$ cat src/inc/lut_pkg.sv
package lut_pkg;

  // ----------------------------------------
  // register map
  // ----------------------------------------
  localparam logic [7:0] upper_three_to_one_table_addr           = 8'h12;
  localparam logic [7:0] lower_three_to_one_table_addr           = 8'h13;
  localparam logic [7:0] lower_three_to_two_upper_out_table_addr = 8'h14;
  localparam logic [7:0] lower_three_to_two_lower_out_table_addr = 8'h15;
  localparam logic [7:0] table_reset                             = 8'h00;

  // ----------------------------------------
  // logic mode select codes
  // ----------------------------------------
  localparam logic [1:0] mode_off        = 2'h0;
  localparam logic [1:0] mode_two_to_one = 2'h1;
  localparam logic [1:0] mode_three_to_one = 2'h2;
  localparam logic [1:0] mode_three_to_two = 2'h3;

  // ----------------------------------------
  // pin positions
  // ----------------------------------------
  localparam int lower_in_lsb  = 0;
  localparam int lower_one_pin = 3;
  localparam int lower_two_pin = 4;
  localparam int upper_in_lsb  = 4;
  localparam int upper_one_pin = 7;

endpackage : lut_pkg

$ cat src/logic/gpio_lookup_table_logic.sv
// How it works
// - in lower 3-to-1 mode pin 3 takes bit pins[2:0] of the lower 3-to-1 table.
// - in lower 3-to-2 mode pin 4 takes bit pins[2:0] of the 3-to-2 upper-out table.
// - in lower 3-to-2 mode pin 3 takes bit pins[2:0] of the 3-to-2 lower-out table.
// - a lower table only reaches the pins while the lower select holds its function.
// - in upper 3-to-1 mode pin 7 takes bit pins[6:4] of the upper table, bit 0 for 000.
// - the upper table applies only in upper 3-to-1 mode, bit 7 for pattern 111.
module gpio_lookup_table_logic (
  input  wire logic       clk,
  input  wire logic       sys_rst,
  input  wire logic       reg_write,
  input  wire logic       reg_read,
  input  wire logic [7:0] reg_addr,
  input  wire logic [7:0] reg_wdata,
  input  wire logic [7:0] upper_three_to_one_table,
  input  wire logic [1:0] lower_half_logic_select,
  input  wire logic [1:0] upper_half_logic_select,
  input  wire logic [7:0] pin_in,
  output logic      [7:0] reg_rdata,
  output logic            reg_hit,
  output logic      [7:0] pin_out,
  output logic      [7:0] pin_out_valid
);

  // ----------------------------------------
  // table state
  // ----------------------------------------
  logic [7:0] lower_three_to_one_table;
  logic [7:0] lower_three_to_two_upper_out_table;
  logic [7:0] lower_three_to_two_lower_out_table;
  logic [2:0] table_hit;

  // ----------------------------------------
  // lookup wiring
  // ----------------------------------------
  logic [2:0] lower_pattern;
  logic [2:0] upper_pattern;
  logic       lower_single_on;
  logic       lower_double_on;
  logic       upper_single_on;
  logic       next_lower_one_level;
  logic       next_lower_two_level;
  logic       next_upper_one_level;
  logic [7:0] next_pin_out;
  logic [7:0] next_pin_out_valid;

  // ----------------------------------------
  // helpers
  // ----------------------------------------
  // one table bit per input pattern, bit n serves pattern n
  function automatic logic pick(input logic [7:0] table_bits, input logic [2:0] pattern);
    pick = table_bits[pattern];
  endfunction : pick

  // three adjacent pins form the lookup pattern
  // shared by both halves, only the lowest pin differs
  function automatic logic [2:0] three_bits(input logic [7:0] pins, input int lsb);
    three_bits = pins[lsb +: 3];
  endfunction : three_bits

  // one-hot hit on the mapped tables; zero means the address belongs elsewhere
  function automatic logic [2:0] decode_addr(input logic [7:0] addr);
    decode_addr = 3'h0;
    unique case (addr)
      lut_pkg::lower_three_to_one_table_addr:           decode_addr = 3'h1;
      lut_pkg::lower_three_to_two_upper_out_table_addr: decode_addr = 3'h2;
      lut_pkg::lower_three_to_two_lower_out_table_addr: decode_addr = 3'h4;
      default:                                          decode_addr = 3'h0;
    endcase
  endfunction : decode_addr

  // ----------------------------------------
  // address decode
  // ----------------------------------------
  // decoded once and shared, so writes and reads cannot disagree on the map
  assign table_hit = decode_addr(reg_addr);

  // ----------------------------------------
  // lower three-to-one table
  // ----------------------------------------
  // a write elsewhere leaves this table alone
  always_ff @(posedge clk) begin
    if (sys_rst) begin
      lower_three_to_one_table <= lut_pkg::table_reset;
    end else if (reg_write && table_hit[0]) begin
      lower_three_to_one_table <= reg_wdata;
    end
  end

  // ----------------------------------------
  // lower three-to-two upper-out table
  // ----------------------------------------
  always_ff @(posedge clk) begin
    if (sys_rst) begin
      lower_three_to_two_upper_out_table <= lut_pkg::table_reset;
    end else if (reg_write && table_hit[1]) begin
      lower_three_to_two_upper_out_table <= reg_wdata;
    end
  end

  // ----------------------------------------
  // lower three-to-two lower-out table
  // ----------------------------------------
  always_ff @(posedge clk) begin
    if (sys_rst) begin
      lower_three_to_two_lower_out_table <= lut_pkg::table_reset;
    end else if (reg_write && table_hit[2]) begin
      lower_three_to_two_lower_out_table <= reg_wdata;
    end
  end

  // ----------------------------------------
  // register read
  // ----------------------------------------
  // unmapped addresses read zero with reg_hit low, so the core can mux other blocks
  always_ff @(posedge clk) begin
    if (sys_rst) begin
      reg_hit <= 1'h0;
    end else begin
      reg_hit <= reg_read && (table_hit != 3'h0);
    end
  end

  // read data stands one cycle, then returns to zero
  always_ff @(posedge clk) begin
    if (sys_rst) begin
      reg_rdata <= 8'h00;
    end else if (reg_read) begin
      unique case (table_hit)
        3'h1:    reg_rdata <= lower_three_to_one_table;
        3'h2:    reg_rdata <= lower_three_to_two_upper_out_table;
        3'h4:    reg_rdata <= lower_three_to_two_lower_out_table;
        default: reg_rdata <= 8'h00;
      endcase
    end else begin
      reg_rdata <= 8'h00;
    end
  end

  // ----------------------------------------
  // mode decode
  // ----------------------------------------
  assign lower_pattern   = three_bits(pin_in, lut_pkg::lower_in_lsb);
  assign upper_pattern   = three_bits(pin_in, lut_pkg::upper_in_lsb);
  assign lower_single_on = lower_half_logic_select == lut_pkg::mode_three_to_one;
  assign lower_double_on = lower_half_logic_select == lut_pkg::mode_three_to_two;
  // upper select gate
  // the upper table sits outside; only the select decides if it reaches pin 7
  assign upper_single_on = upper_half_logic_select == lut_pkg::mode_three_to_one;

  // ----------------------------------------
  // table lookup
  // ----------------------------------------
  always_comb begin
    next_lower_one_level = 1'h0;
    if (lower_single_on) begin
      next_lower_one_level = pick(lower_three_to_one_table, lower_pattern);
    end else if (lower_double_on) begin
      next_lower_one_level = pick(lower_three_to_two_lower_out_table, lower_pattern);
    end
  end

  always_comb begin
    next_lower_two_level = 1'h0;
    if (lower_double_on) begin
      next_lower_two_level = pick(lower_three_to_two_upper_out_table, lower_pattern);
    end
  end

  always_comb begin
    next_upper_one_level = 1'h0;
    if (upper_single_on) begin
      next_upper_one_level = pick(upper_three_to_one_table, upper_pattern);
    end
  end

  // ----------------------------------------
  // output assembly
  // ----------------------------------------
  // pins this block does not own stay low and unflagged for the core's own drivers
  always_comb begin
    next_pin_out                         = 8'h00;
    next_pin_out[lut_pkg::lower_one_pin] = next_lower_one_level;
    next_pin_out[lut_pkg::lower_two_pin] = next_lower_two_level;
    next_pin_out[lut_pkg::upper_one_pin] = next_upper_one_level;
  end

  always_comb begin
    next_pin_out_valid                         = 8'h00;
    next_pin_out_valid[lut_pkg::lower_one_pin] = lower_single_on || lower_double_on;
    next_pin_out_valid[lut_pkg::lower_two_pin] = lower_double_on;
    next_pin_out_valid[lut_pkg::upper_one_pin] = upper_single_on;
  end

  // ----------------------------------------
  // output flops
  // ----------------------------------------
  // registered follow
  // one flop of latency keeps outputs glitch free at the cost of a cycle
  always_ff @(posedge clk) begin
    if (sys_rst) begin
      pin_out <= 8'h00;
    end else begin
      pin_out <= next_pin_out;
    end
  end

  // valid follows the select with the same latency as the level
  always_ff @(posedge clk) begin
    if (sys_rst) begin
      pin_out_valid <= 8'h00;
    end else begin
      pin_out_valid <= next_pin_out_valid;
    end
  end

endmodule : gpio_lookup_table_logic

$ cat config.mk
export PLATFORM = sky130hd
export DESIGN_NAME = gpio_lookup_table_logic
export DESIGN_NICKNAME = d
export VERILOG_FILES = /design/src/inc/lut_pkg.sv /design/src/logic/gpio_lookup_table_logic.sv
export SDC_FILE = /design/constraint.sdc
export NUM_CORES = 1
export LEC_CHECK = 0
export BUFFER_PORTS_ARGS = -buffer_cell sky130_fd_sc_hd__buf_4
export CAP_MARGIN = 40
export CORE_MARGIN = 2
export CORE_UTILIZATION = 40
export CTS_BUF_LIST = sky130_fd_sc_hd__clkbuf_8 sky130_fd_sc_hd__clkbuf_16
export DETAILED_ROUTE_END_ITERATION = 7
export PLACE_DENSITY = 0.76
export SKIP_CTS_REPAIR_TIMING = 1
export SLEW_MARGIN = 20
export SYNTH_ARGS = -nofsm -noshare
export SYNTH_HDL_FRONTEND = slang
export SYNTH_SLANG_ARGS = --single-unit
$ cat constraint.sdc
create_clock -name clk -period 3.65 [get_ports clk]
set_input_delay 0.1825 -clock clk [delete_from_list [all_inputs] [get_ports clk]]
set_output_delay 0.1825 -clock clk [all_outputs]
set_load 0.1 [all_outputs]
## After elaboration in Yosys (flattened, before gate mapping)

Index checks and enable logic that the tools add are counted.

- Flip-flop bits (word level): 49
- Latch bits: 0
- Bits in writable memories: 0
- Bits in read-only memories: 0
- Bits of input ports: 40
- Output and inout bits: 25
- Memories: 0

- Add/subtract/negate cells: 0
- Multiply operators: 0
- Div/mod/pow operators: 0
- $lt $le $gt $ge: 2
- Equality and inequality tests: 9
- Shift-type cells: 0
- Mux-type cells: 12
- Bitwise logic cells: 3
- Reductions and logical operators: 9

Operator list:

| kind | count |
|---|---|
| 8-bit by 5-bit equality test with 1-bit output, second input constant | 3 |
| 8-bit case mux with 3 select lines | 1 |
| 1-bit binary-select mux with 3-bit select | 4 |
| 3-bit case mux with 3 select lines | 1 |
| 3-bit by 4-bit less-than comparator with 1-bit output, second input constant | 2 |
| 2-bit equality test, second input constant | 3 |
| 1-bit 2-to-1 mux | 6 |
| 2-bit OR reduction | 3 |
| 1-bit logical AND | 4 |
| 3-bit by 1-bit equality test with 1-bit output, second input constant | 1 |
| 3-bit by 2-bit equality test with 1-bit output, second input constant | 1 |
| 3-bit equality test, second input constant | 1 |
| 1-bit NOT | 3 |
| 3-bit nonzero test | 1 |
| 1-bit logical OR | 1 |

## Longest topological paths before layout

Gate-level depths: netlist of the first run.

- Depth in word-level cells: 4
- Depth in mapped cells: 5
- Mapped depth without buffers: 3

## Worst setup path before layout of the first run

Ideal clock, no wire load.

- Kind: input to register
- Start point: input port reg_addr[7]
- End point: register lower_three_to_one_table[0]
- Setup time: 72 ps
- Arrival time: 1,466 ps
- Setup slack: 2,112 ps
- Cell stages on the path: 3
- Path buffers: 0
- Cells stage by stage: or4_4 > nor4_4 > mux2i_1

- Word-level cells in the longest chain between the ends: 3

RTL lines:

| item | line | source |
|---|---|---|
| start: declaration | gpio_lookup_table_logic.sv:13 | `input wire logic [7:0] reg_addr,` |
| 8-bit by 5-bit equality test with 1-bit output | gpio_lookup_table_logic.sv:64 | `unique case (addr)` |
| 3-bit case mux with 3 select lines (*) | gpio_lookup_table_logic.sv:64 |  |
| 1-bit logical AND (*) | gpio_lookup_table_logic.sv:85 | `end else if (reg_write && table_hit[0]) begin` |
| end signal: assignment | gpio_lookup_table_logic.sv:84 | `lower_three_to_one_table <= lut_pkg::table_reset;` |
| end signal: assignment | gpio_lookup_table_logic.sv:86 | `lower_three_to_one_table <= reg_wdata;` |
| end: declaration | gpio_lookup_table_logic.sv:28 | `logic [7:0] lower_three_to_one_table;` |

Mark *: on every way between the ends. The rest lies on a longest branch, timed or not.
A chain may end at the register's enable or synchronous reset.

## Worst setup path after layout of the first run

- Start point: input port reg_addr[7]
- End point: register lower_three_to_one_table[6]

The elaborated chain is that of the path after synthesis.

==> impl_metrics.ini, run 1 <==
[worst_setup_path]
start_kind = input port
timing_worst_setup_path_type = input port to register
critPathSlowestCell = nor4_4
crit_path_max_incr_delay_ns = 0.66
path_depth = 4
required_ns = 3.87
reg2regPathDepth = 3
critPathMaxFanout = 8
path_buf_inv = 1
crit_family = simple AND/OR/NAND/NOR gates
path_cells = buf_4 > or4_4 > nor4_4 > mux2i_1
worstPathArrival_ns = 1.76
critPathCaptureType = register

[yosys]
synth_simple_gate_area_share_pct = 26.5
yosysTopAreaCell = dfxtp_1
ys_ff_latch = 39
ys_warn_count = 0
netlist_instances = 191
synth_enable_flop_cells = 0
synthAdderAreaFrac_pct = 0
postSynth.asyncResetShare_pct = 0
synth_cell_types = 27
syn_avg_cell_area_sq_um = 10.5
syn_area_sq_mm = 0.00201
synth_top_family_by_area = simple AND/OR/NAND/NOR gates
yosysTopAreaCellShare_pct = 38.9
synth.top_cells.by_count = 39 x dfxtp_1, 27 x mux2i_1, 22 x nand2b_1
ys_seq_area_share_pct = 38.9
ys.flop_type = dfxtp_1
muxShareOfSynthArea_pct = 22.4
synth-xor-area-share_pct = 0
post-synth-top-count-cell = dfxtp_1
synth_compound_area_share_pct = 5.24
synth_area_leaders = dfxtp_1 39%, mux2i_1 13%, mux4_2 9.0%, and3b_1 7.4%, nand2b_1 6.9%

[timing]
tns_ns = 0
final-setup-viol-count = 0
fmax_ghz = 0.649
fin_crit_ns = 1.54
slew_viol_final = 0
worst_slack_ns = 2.11
finalCritPeriodShare_pct = 42.2
skew_ns = 0.00304
relSlewSlack_pct = 48.8
rsz0062_at_grt = no
hold_viol = 0
worst_pin_slew_ns = 0.762

[flow_run]
cap_violations = 0

[die]
die_area_sq_mm = 0.00560
ios = 65
coreArea_sq_mm = 0.00479
start_util_pct = 41.9
num_rows = 25
die_w_microns = 74.8
die_y_microns = 74.8

[clock_tree]
cts_tree = built
htree_levels = 2
root_buffer = clkbuf_8
clk_latency_ns = 0.29
cts_sinks = 39
cts_buffer_depth = 2
cts_made_buffers = 5
clk_pin_slew_ns = 0.07

[routing]
wl_per_cell_microns = 13.2
drc = 0
finalWirelength_microns = 4050
drt_iter0_markers = 73
final_antenna_net_count = 0
dr_total_vias = 1458
viasPerCell = 4.75
firstDrtPassIters = 4

[min_path]
hold_path_depth = 2
min_path_type = input port to register

[power]
p_int_mw = 0.646
p_sw_mw = 0.238
p_per_area_mw_per_mm2 = 354
p_comb_share_pct = 15.7
power_frac_seq_pct = 48.4
max-vdd-ir-drop_v = 0.000156
p_leak_nw = 1.17
p_sw_share_pct = 26.9
pwr-share-clk_pct = 35.9

[grt]
gr-total-overflow = 0
grt_pass1_wl_microns = 6600
track_usage_pct = 15.9
grt_max_degree = 36
grt_antenna_before_repair = 0
grt_pass1_vias = 1394

[final_layout]
stdcell_area_sq_mm = 0.00250
area_delta_synth_final_pct = 24.7
fillerInstances = 453
multiInputGateArea_sq_mm = 0.00112
drive_gt1_share_pct = 34.6
nNetsFinal = 279
area.sequential_sq_um = 781
num_antenna_cells = 0

[placement]
placed_cell_area_sq_mm = 0.00240
dpl.hpwl_microns = 3060
io_buffers = 52
post-place-ws_ns = 1.78
gp_congestion = 0.826

[status]
outcome = completed
worst register-to-register path, cell delays in order (launching register included):
cell	delay (ns)
dfxtp_1	0.34
mux4_2	0.46
o211ai_1	0.16
o22ai_1	0.09
cell type report:
class | instances | area share [%]
Multi-Input combinational cell | 136 | 45.0
Sequential cell | 39 | 31.2
Timing Repair Buffer | 52 | 15.6
Clock buffer | 7 | 3.85
Tap cell | 67 | 3.35
Inverter | 5 | 0.750
Clock inverter | 1 | 0.300
sequential cells by signal, summed over array words and instances, names as in the netlist:
name and count:
pin_out_valid 3, lower_three_to_two_upper_out_table 8, lower_three_to_one_table 8, lower_three_to_two_lower_out_table 8, reg_rdata 8, pin_out 3, reg_hit 1
kinds of logic (layout without fill, tap and decap cells):
group           Yosys count  in the layout
compound gates           19             19
buf+inv                  25             65
flops                    39             39
mux                      35             35
other cells               1             10
simple gates             72             72
power by group through the flow:
stage	Sequential [mW]	Combinational [mW]	Clock, mW
floorplan	0.453	0.0899	0
global placement	0.438	0.138	0
detailed placement	0.438	0.139	0
CTS	0.428	0.139	0.325
global route	0.428	0.146	0.347
finish	0.428	0.139	0.318
metal layers:
layer | part of all wire (%) | GRT usage (%)
met1 | 49 | 21.1
met2 | 45 | 25.2
met3 | 4.5 | 4.02
met4 | 1.1 | 5.56
met5 | 0 | 0
layout by cell type, fill, tap and decap left out, types with 3 or more instances in the layout:
master and instances:
a21oi_1 8, mux4_2 8, clkbuf_8 7, nand2_1 9, mux2i_1 27, o21ai_0 8, conb_1 10, dfxtp_1 39
or2b_2 11, and3b_1 17, inv_1 5, nand2b_1 22, nor2b_1 3, buf_4 52
path summary, 6_finish.rpt:
check	slack [ns]	start	end
worst max register to register	2.48	lower_three_to_one_table[5]	pin_out[3]
worst min register to register	0.49	lower_three_to_two_upper_out_table[7]	reg_rdata[7]
worst max-delay path	2.11	reg_addr[7]	lower_three_to_one_table[6]
worst min-delay path	0.05	upper_half_logic_select[0]	pin_out_valid[7]
per-stage QoR:
step | instances | hold slack, ns | utilization [%] | total power, mW
2_1_floorplan | 200 | 0.266 | - | 0.543
3_3_place_gp | 299 | 0.357 | 50.1 | 0.576
3_5_place_dp | 299 | 0.355 | 50.1 | 0.577
4_1_cts | 307 | 0.0459 | 52.3 | 0.892
5_1_grt | 307 | 0.0427 | 52.3 | 0.921
6_report | 307 | 0.0502 | 52.3 | 0.885
No activity file was read; power rests on OpenSTA's default activity.
==> run 2, diff against run 1 <==
- PLACE_DENSITY: 0.76 -> 0.79
- clock period: 3.65 -> 1.3 ns (I/O delays scaled with it)
==> impl_metrics.ini, run 2 (synthesis results as in run 1) <==
[status]
outcome = completed

[timing]
skew_ns = 0.00963
slew_viol_final = 0
fmax_ghz = 0.812
final-setup-viol-count = 0
hold_viol = 0
rsz0062_at_grt = no
fin_crit_ns = 1.23
finalCritPeriodShare_pct = 94.7

[final_layout]
num_antenna_cells = 0
area_delta_synth_final_pct = 31.7
stdcell_area_sq_mm = 0.00264
final_cell_mix = 64 x buf_4, 39 x dfxtp_1, 27 x mux2i_1
final_core_util_pct = 55.2
mostFrequentLayoutCell = buf_4
drive_gt1_share_pct = 37.8
nNetsFinal = 293

[worst_setup_path]
worstPathArrival_ns = 1.41
rrSetupSlack_ns = 0.07
critPathCaptureType = register
crit_family = multiplexers
crit_path_max_incr_delay_ns = 0.46
path_cells = mux4_2 > mux2i_1 > o22ai_1
worstReg2RegEnd = pin_out[3]
reg2regPathDepth = 3
critPathMaxFanout = 3
timing_worst_setup_path_type = register to register
path_buf_inv = 0
critPathSlowestCell = mux4_2
start_kind = register
r2r-start = lower_three_to_two_lower_out_table[7]
required_ns = 1.48
path_depth = 3

[clock_tree]
htree_levels = 2
cts_tree = built
clk_latency_ns = 0.30
cts_sinks = 39
cts_made_buffers = 5
cts_buffer_depth = 2
root_buffer = clkbuf_8
clk_pin_slew_ns = 0.08

[die]
ios = 65
die_y_microns = 74.8
die_area_sq_mm = 0.00560
num_rows = 25
coreArea_sq_mm = 0.00479
die_w_microns = 74.8
start_util_pct = 41.9

[power]
p_sw_mw = 0.681
p_int_mw = 1.96
power_frac_seq_pct = 45.5
p_comb_share_pct = 15.2
p_per_area_mw_per_mm2 = 1000
pwr-share-clk_pct = 39.3
max-vdd-ir-drop_v = 0.000455
p_sw_share_pct = 25.8
p_leak_nw = 1.26

[routing]
wl_per_cell_microns = 13.6
drt_iter0_markers = 111
dr_total_vias = 1560
firstDrtPassIters = 4
drc = 0
finalWirelength_microns = 4360
final_antenna_net_count = 0
viasPerCell = 4.86

[grt]
grt_antenna_before_repair = 0
grt_pass1_wl_microns = 7180
grt_pass1_vias = 1486
track_usage_pct = 17.2
gr-total-overflow = 0
grt_max_degree = 35

[placement]
io_buffers = 52
placed_cell_area_sq_mm = 0.00251
gp_congestion = 0.836
dpl.hpwl_microns = 3340

[flow_run]
cap_violations = 0

[min_path]
min_path_type = input port to register
min_to = pin_out_valid[4]
hp-start = lower_half_logic_select[0]
hold_path_depth = 3
[run 2: changes by cell type in the layout (fill, tap and decap cells not counted), sizes merged]
| cell | delta |
|---|---|
| dlygate4sd3 | +1 |
| clkinv | +1 |
| clkbuf | -1 |
| bufinv | +1 |
| buf | +13 |
| clkinvlp | -1 |
[run 2: cell type report]
class | instances | area, sq um
fill | 433 | 2140
multi-input combinational | 136 | 1130
sequential | 39 | 781
timing repair buffer | 66 | 510
tap | 67 | 83.8
clock buffer | 6 | 82.6
clock inverter | 2 | 35.0
inverter | 5 | 18.8
[run 2: per-layer routing]
metal	vias up	wire length, microns	global-route usage, %
met5	-	0	0
met4	0	40	5.16
met3	4	304	5.35
met2	60	2040	27.1
met1	725	1970	22.8
li1	771	-	-
[run 2: worst register-to-register path: stages (launching register included)]
cell	delay, ns
dfxtp_1	0.34
mux4_2	0.46
mux2i_1	0.21
o22ai_1	0.10
[run 2: power groups by stage]
stage | Clock, mW | Sequential (mW) | Combinational [mW]
CTS | 1.06 | 1.20 | 0.400
finish | 1.04 | 1.20 | 0.402
floorplan | 0 | 1.27 | 0.255
global placement | 0 | 1.23 | 0.397
detailed placement | 0 | 1.23 | 0.400
global route | 1.11 | 1.20 | 0.425
[run 2: through the flow]
| step | instances | TNS (ns) | total power [mW] | setup slack, ns | hold WS (ns) |
|---|---|---|---|---|---|
| 2_1_floorplan | 200 | -0.963 | 1.53 | -0.120 | 0.148 |
| 3_3_place_gp | 312 | -2.18 | 1.63 | -0.147 | 0.239 |
| 3_5_place_dp | 312 | -2.59 | 1.63 | -0.179 | 0.242 |
| 4_1_cts | 320 | 0 | 2.66 | 0.0939 | -0.0724 |
| 5_1_grt | 321 | 0 | 2.74 | 0.0162 | 0.0154 |
| 6_report | 321 | 0 | 2.64 | 0.0691 | 0.00912 |
[run 2: worst max-delay path by stage]
stage / endpoint / from / slack [ns]
after detailed placement: reg_rdata[3] / reg_addr[7] / -0.18
final: pin_out[3] / lower_three_to_two_lower_out_table[7] / 0.07
after floorplan: lower_three_to_one_table[0] / reg_addr[7] / -0.12
after global placement: reg_rdata[7] / reg_addr[7] / -0.15
after CTS: pin_out[3] / lower_three_to_two_lower_out_table[7] / 0.09
after global routing: pin_out[3] / lower_three_to_two_lower_out_table[7] / 0.02
==> run 3, diff against run 2 <==
- BUFFER_PORTS_ARGS: -buffer_cell sky130_fd_sc_hd__buf_4 -> -buffer_cell sky130_fd_sc_hd__buf_2
==> impl_metrics.ini, run 3 (synthesis results as in run 1) <==
[status]
outcome = completed

[grt]
track_usage_pct = 16.8
use_met3_pct = 4.95
gr-total-overflow = 0
grt_pass1_vias = 1464
grt_pass1_wl_microns = 7000
grtUsageMet1_pct = 21.1
grt-busiest-layer = met2
grt_antenna_before_repair = 0
grt_max_degree = 35
use_met2_pct = 28.8

[clock_tree]
root_buffer = clkbuf_8
clk_pin_slew_ns = 0.08
htree_levels = 2
cts_tree = built
cts_sinks = 39
clk_latency_ns = 0.29
cts_buffer_depth = 2
cts_made_buffers = 5

[timing]
finalCritPeriodShare_pct = 93.2
tns_ns = 0
final-setup-viol-count = 0
worst_slack_ns = 0.0887
hold_viol = 0
skew_ns = 0.00933
slew_viol_final = 0
rsz0062_at_grt = no
fin_crit_ns = 1.21
fmax_ghz = 0.826

[power]
p_sw_share_pct = 28.6
p_per_area_mw_per_mm2 = 946
pwr-share-clk_pct = 33.3
p_total_mw = 2.36
p_sw_mw = 0.675
max-vdd-ir-drop_v = 0.000318
p_leak_nw = 1.21
power_frac_seq_pct = 51.0
p_comb_share_pct = 15.7
p_int_mw = 1.68

[worst_setup_path]
timing_worst_setup_path_type = register to register
r2r-start = lower_three_to_two_lower_out_table[7]
rrSetupSlack_ns = 0.09
reg2regPathDepth = 3
start_kind = register
critPathCaptureType = register
worstReg2RegEnd = pin_out[3]
critPathMaxFanout = 3
required_ns = 1.47
worstPathArrival_ns = 1.38

[routing]
drc = 0
dr_total_vias = 1560
finalWirelength_microns = 4340
wl_per_cell_microns = 13.5
firstDrtPassIters = 4
final_antenna_net_count = 0
drt_iter0_markers = 81
viasPerCell = 4.84

[final_layout]
drive_gt1_share_pct = 38.0
area_delta_synth_final_pct = 24.1
nNetsFinal = 294
mostFrequentLayoutCell = buf_2
stdcell_area_sq_mm = 0.00249
fillerInstances = 459
final_cell_mix = 52 x buf_2, 39 x dfxtp_1, 27 x mux2i_1
area.sequential_sq_um = 781
multiInputGateArea_sq_mm = 0.00113
num_antenna_cells = 0

[die]
num_rows = 25
coreArea_sq_mm = 0.00479
die_w_microns = 74.8
start_util_pct = 41.9
die_area_sq_mm = 0.00560
ios = 65
die_y_microns = 74.8

[placement]
dpl.hpwl_microns = 3400
post-place-ws_ns = -0.198
io_buffers = 52
placed_cell_area_sq_mm = 0.00239
gp_congestion = 0.820

[min_path]
min_path_type = input port to register
hp-start = lower_half_logic_select[0]
min_to = pin_out_valid[4]
hold_path_depth = 3

[flow_run]
cap_violations = 0
run 3: cell types whose count changed in the layout (fill, tap and decap cells not counted), sizes merged:
cell,before,now
buf,65,66
bufinv,1,0
clkbuf,6,5
clkinvlp,0,2
run 3: worst max-delay path by stage:
stage,from,depth (start not counted),slack (ns),end
4_1_cts,lower_three_to_two_lower_out_table[7],3,0.08,pin_out[3]
6_report,lower_three_to_two_lower_out_table[7],3,0.09,pin_out[3]
2_1_floorplan,reg_addr[7],3,-0.12,lower_three_to_one_table[0]
3_3_place_gp,reg_addr[7],4,-0.14,reg_rdata[7]
5_1_grt,reg_addr[7],4,0.04,reg_rdata[6]
3_5_place_dp,reg_addr[7],4,-0.20,reg_rdata[6]
run 3: metrics by stage:
step | instances | utilization (%) | hold WS, ns
5_1_grt | 322 | 52.1 | 0.0476
3_3_place_gp | 313 | 50.0 | 0.238
3_5_place_dp | 313 | 50.0 | 0.247
4_1_cts | 321 | 51.8 | -0.0643
6_report | 322 | 52.1 | 0.0279
2_1_floorplan | 200 | - | 0.148
run 3: power groups by stage:
stage,sequential [mW],combinational [mW],clock [mW]
2_1_floorplan,1.27,0.255,0
3_3_place_gp,1.23,0.364,0
3_5_place_dp,1.23,0.368,0
4_1_cts,1.20,0.369,0.807
5_1_grt,1.20,0.393,0.866
6_report,1.20,0.370,0.785
run 3: critical path, stage by stage (launching register included):
cell     delay (ns)
dfxtp_1        0.34
mux4_2         0.47
mux2i_1        0.18
o22ai_1        0.10
run 3: cell type report:
class | count | area share [%]
multi-input cells | 136 | 45.4
repair buffers | 67 | 15.6
well taps | 67 | 3.37
clock buffers | 5 | 2.76
inverters | 5 | 0.753
flip-flops and latches | 39 | 31.3
clock inverters | 3 | 0.804
run 3: per-layer routing:
layer | part of all wire [%] | vias up
li1 | - | 773
met1 | 44 | 727
met2 | 49 | 55
met3 | 6.0 | 5
met4 | 0.62 | 0
met5 | 0 | -
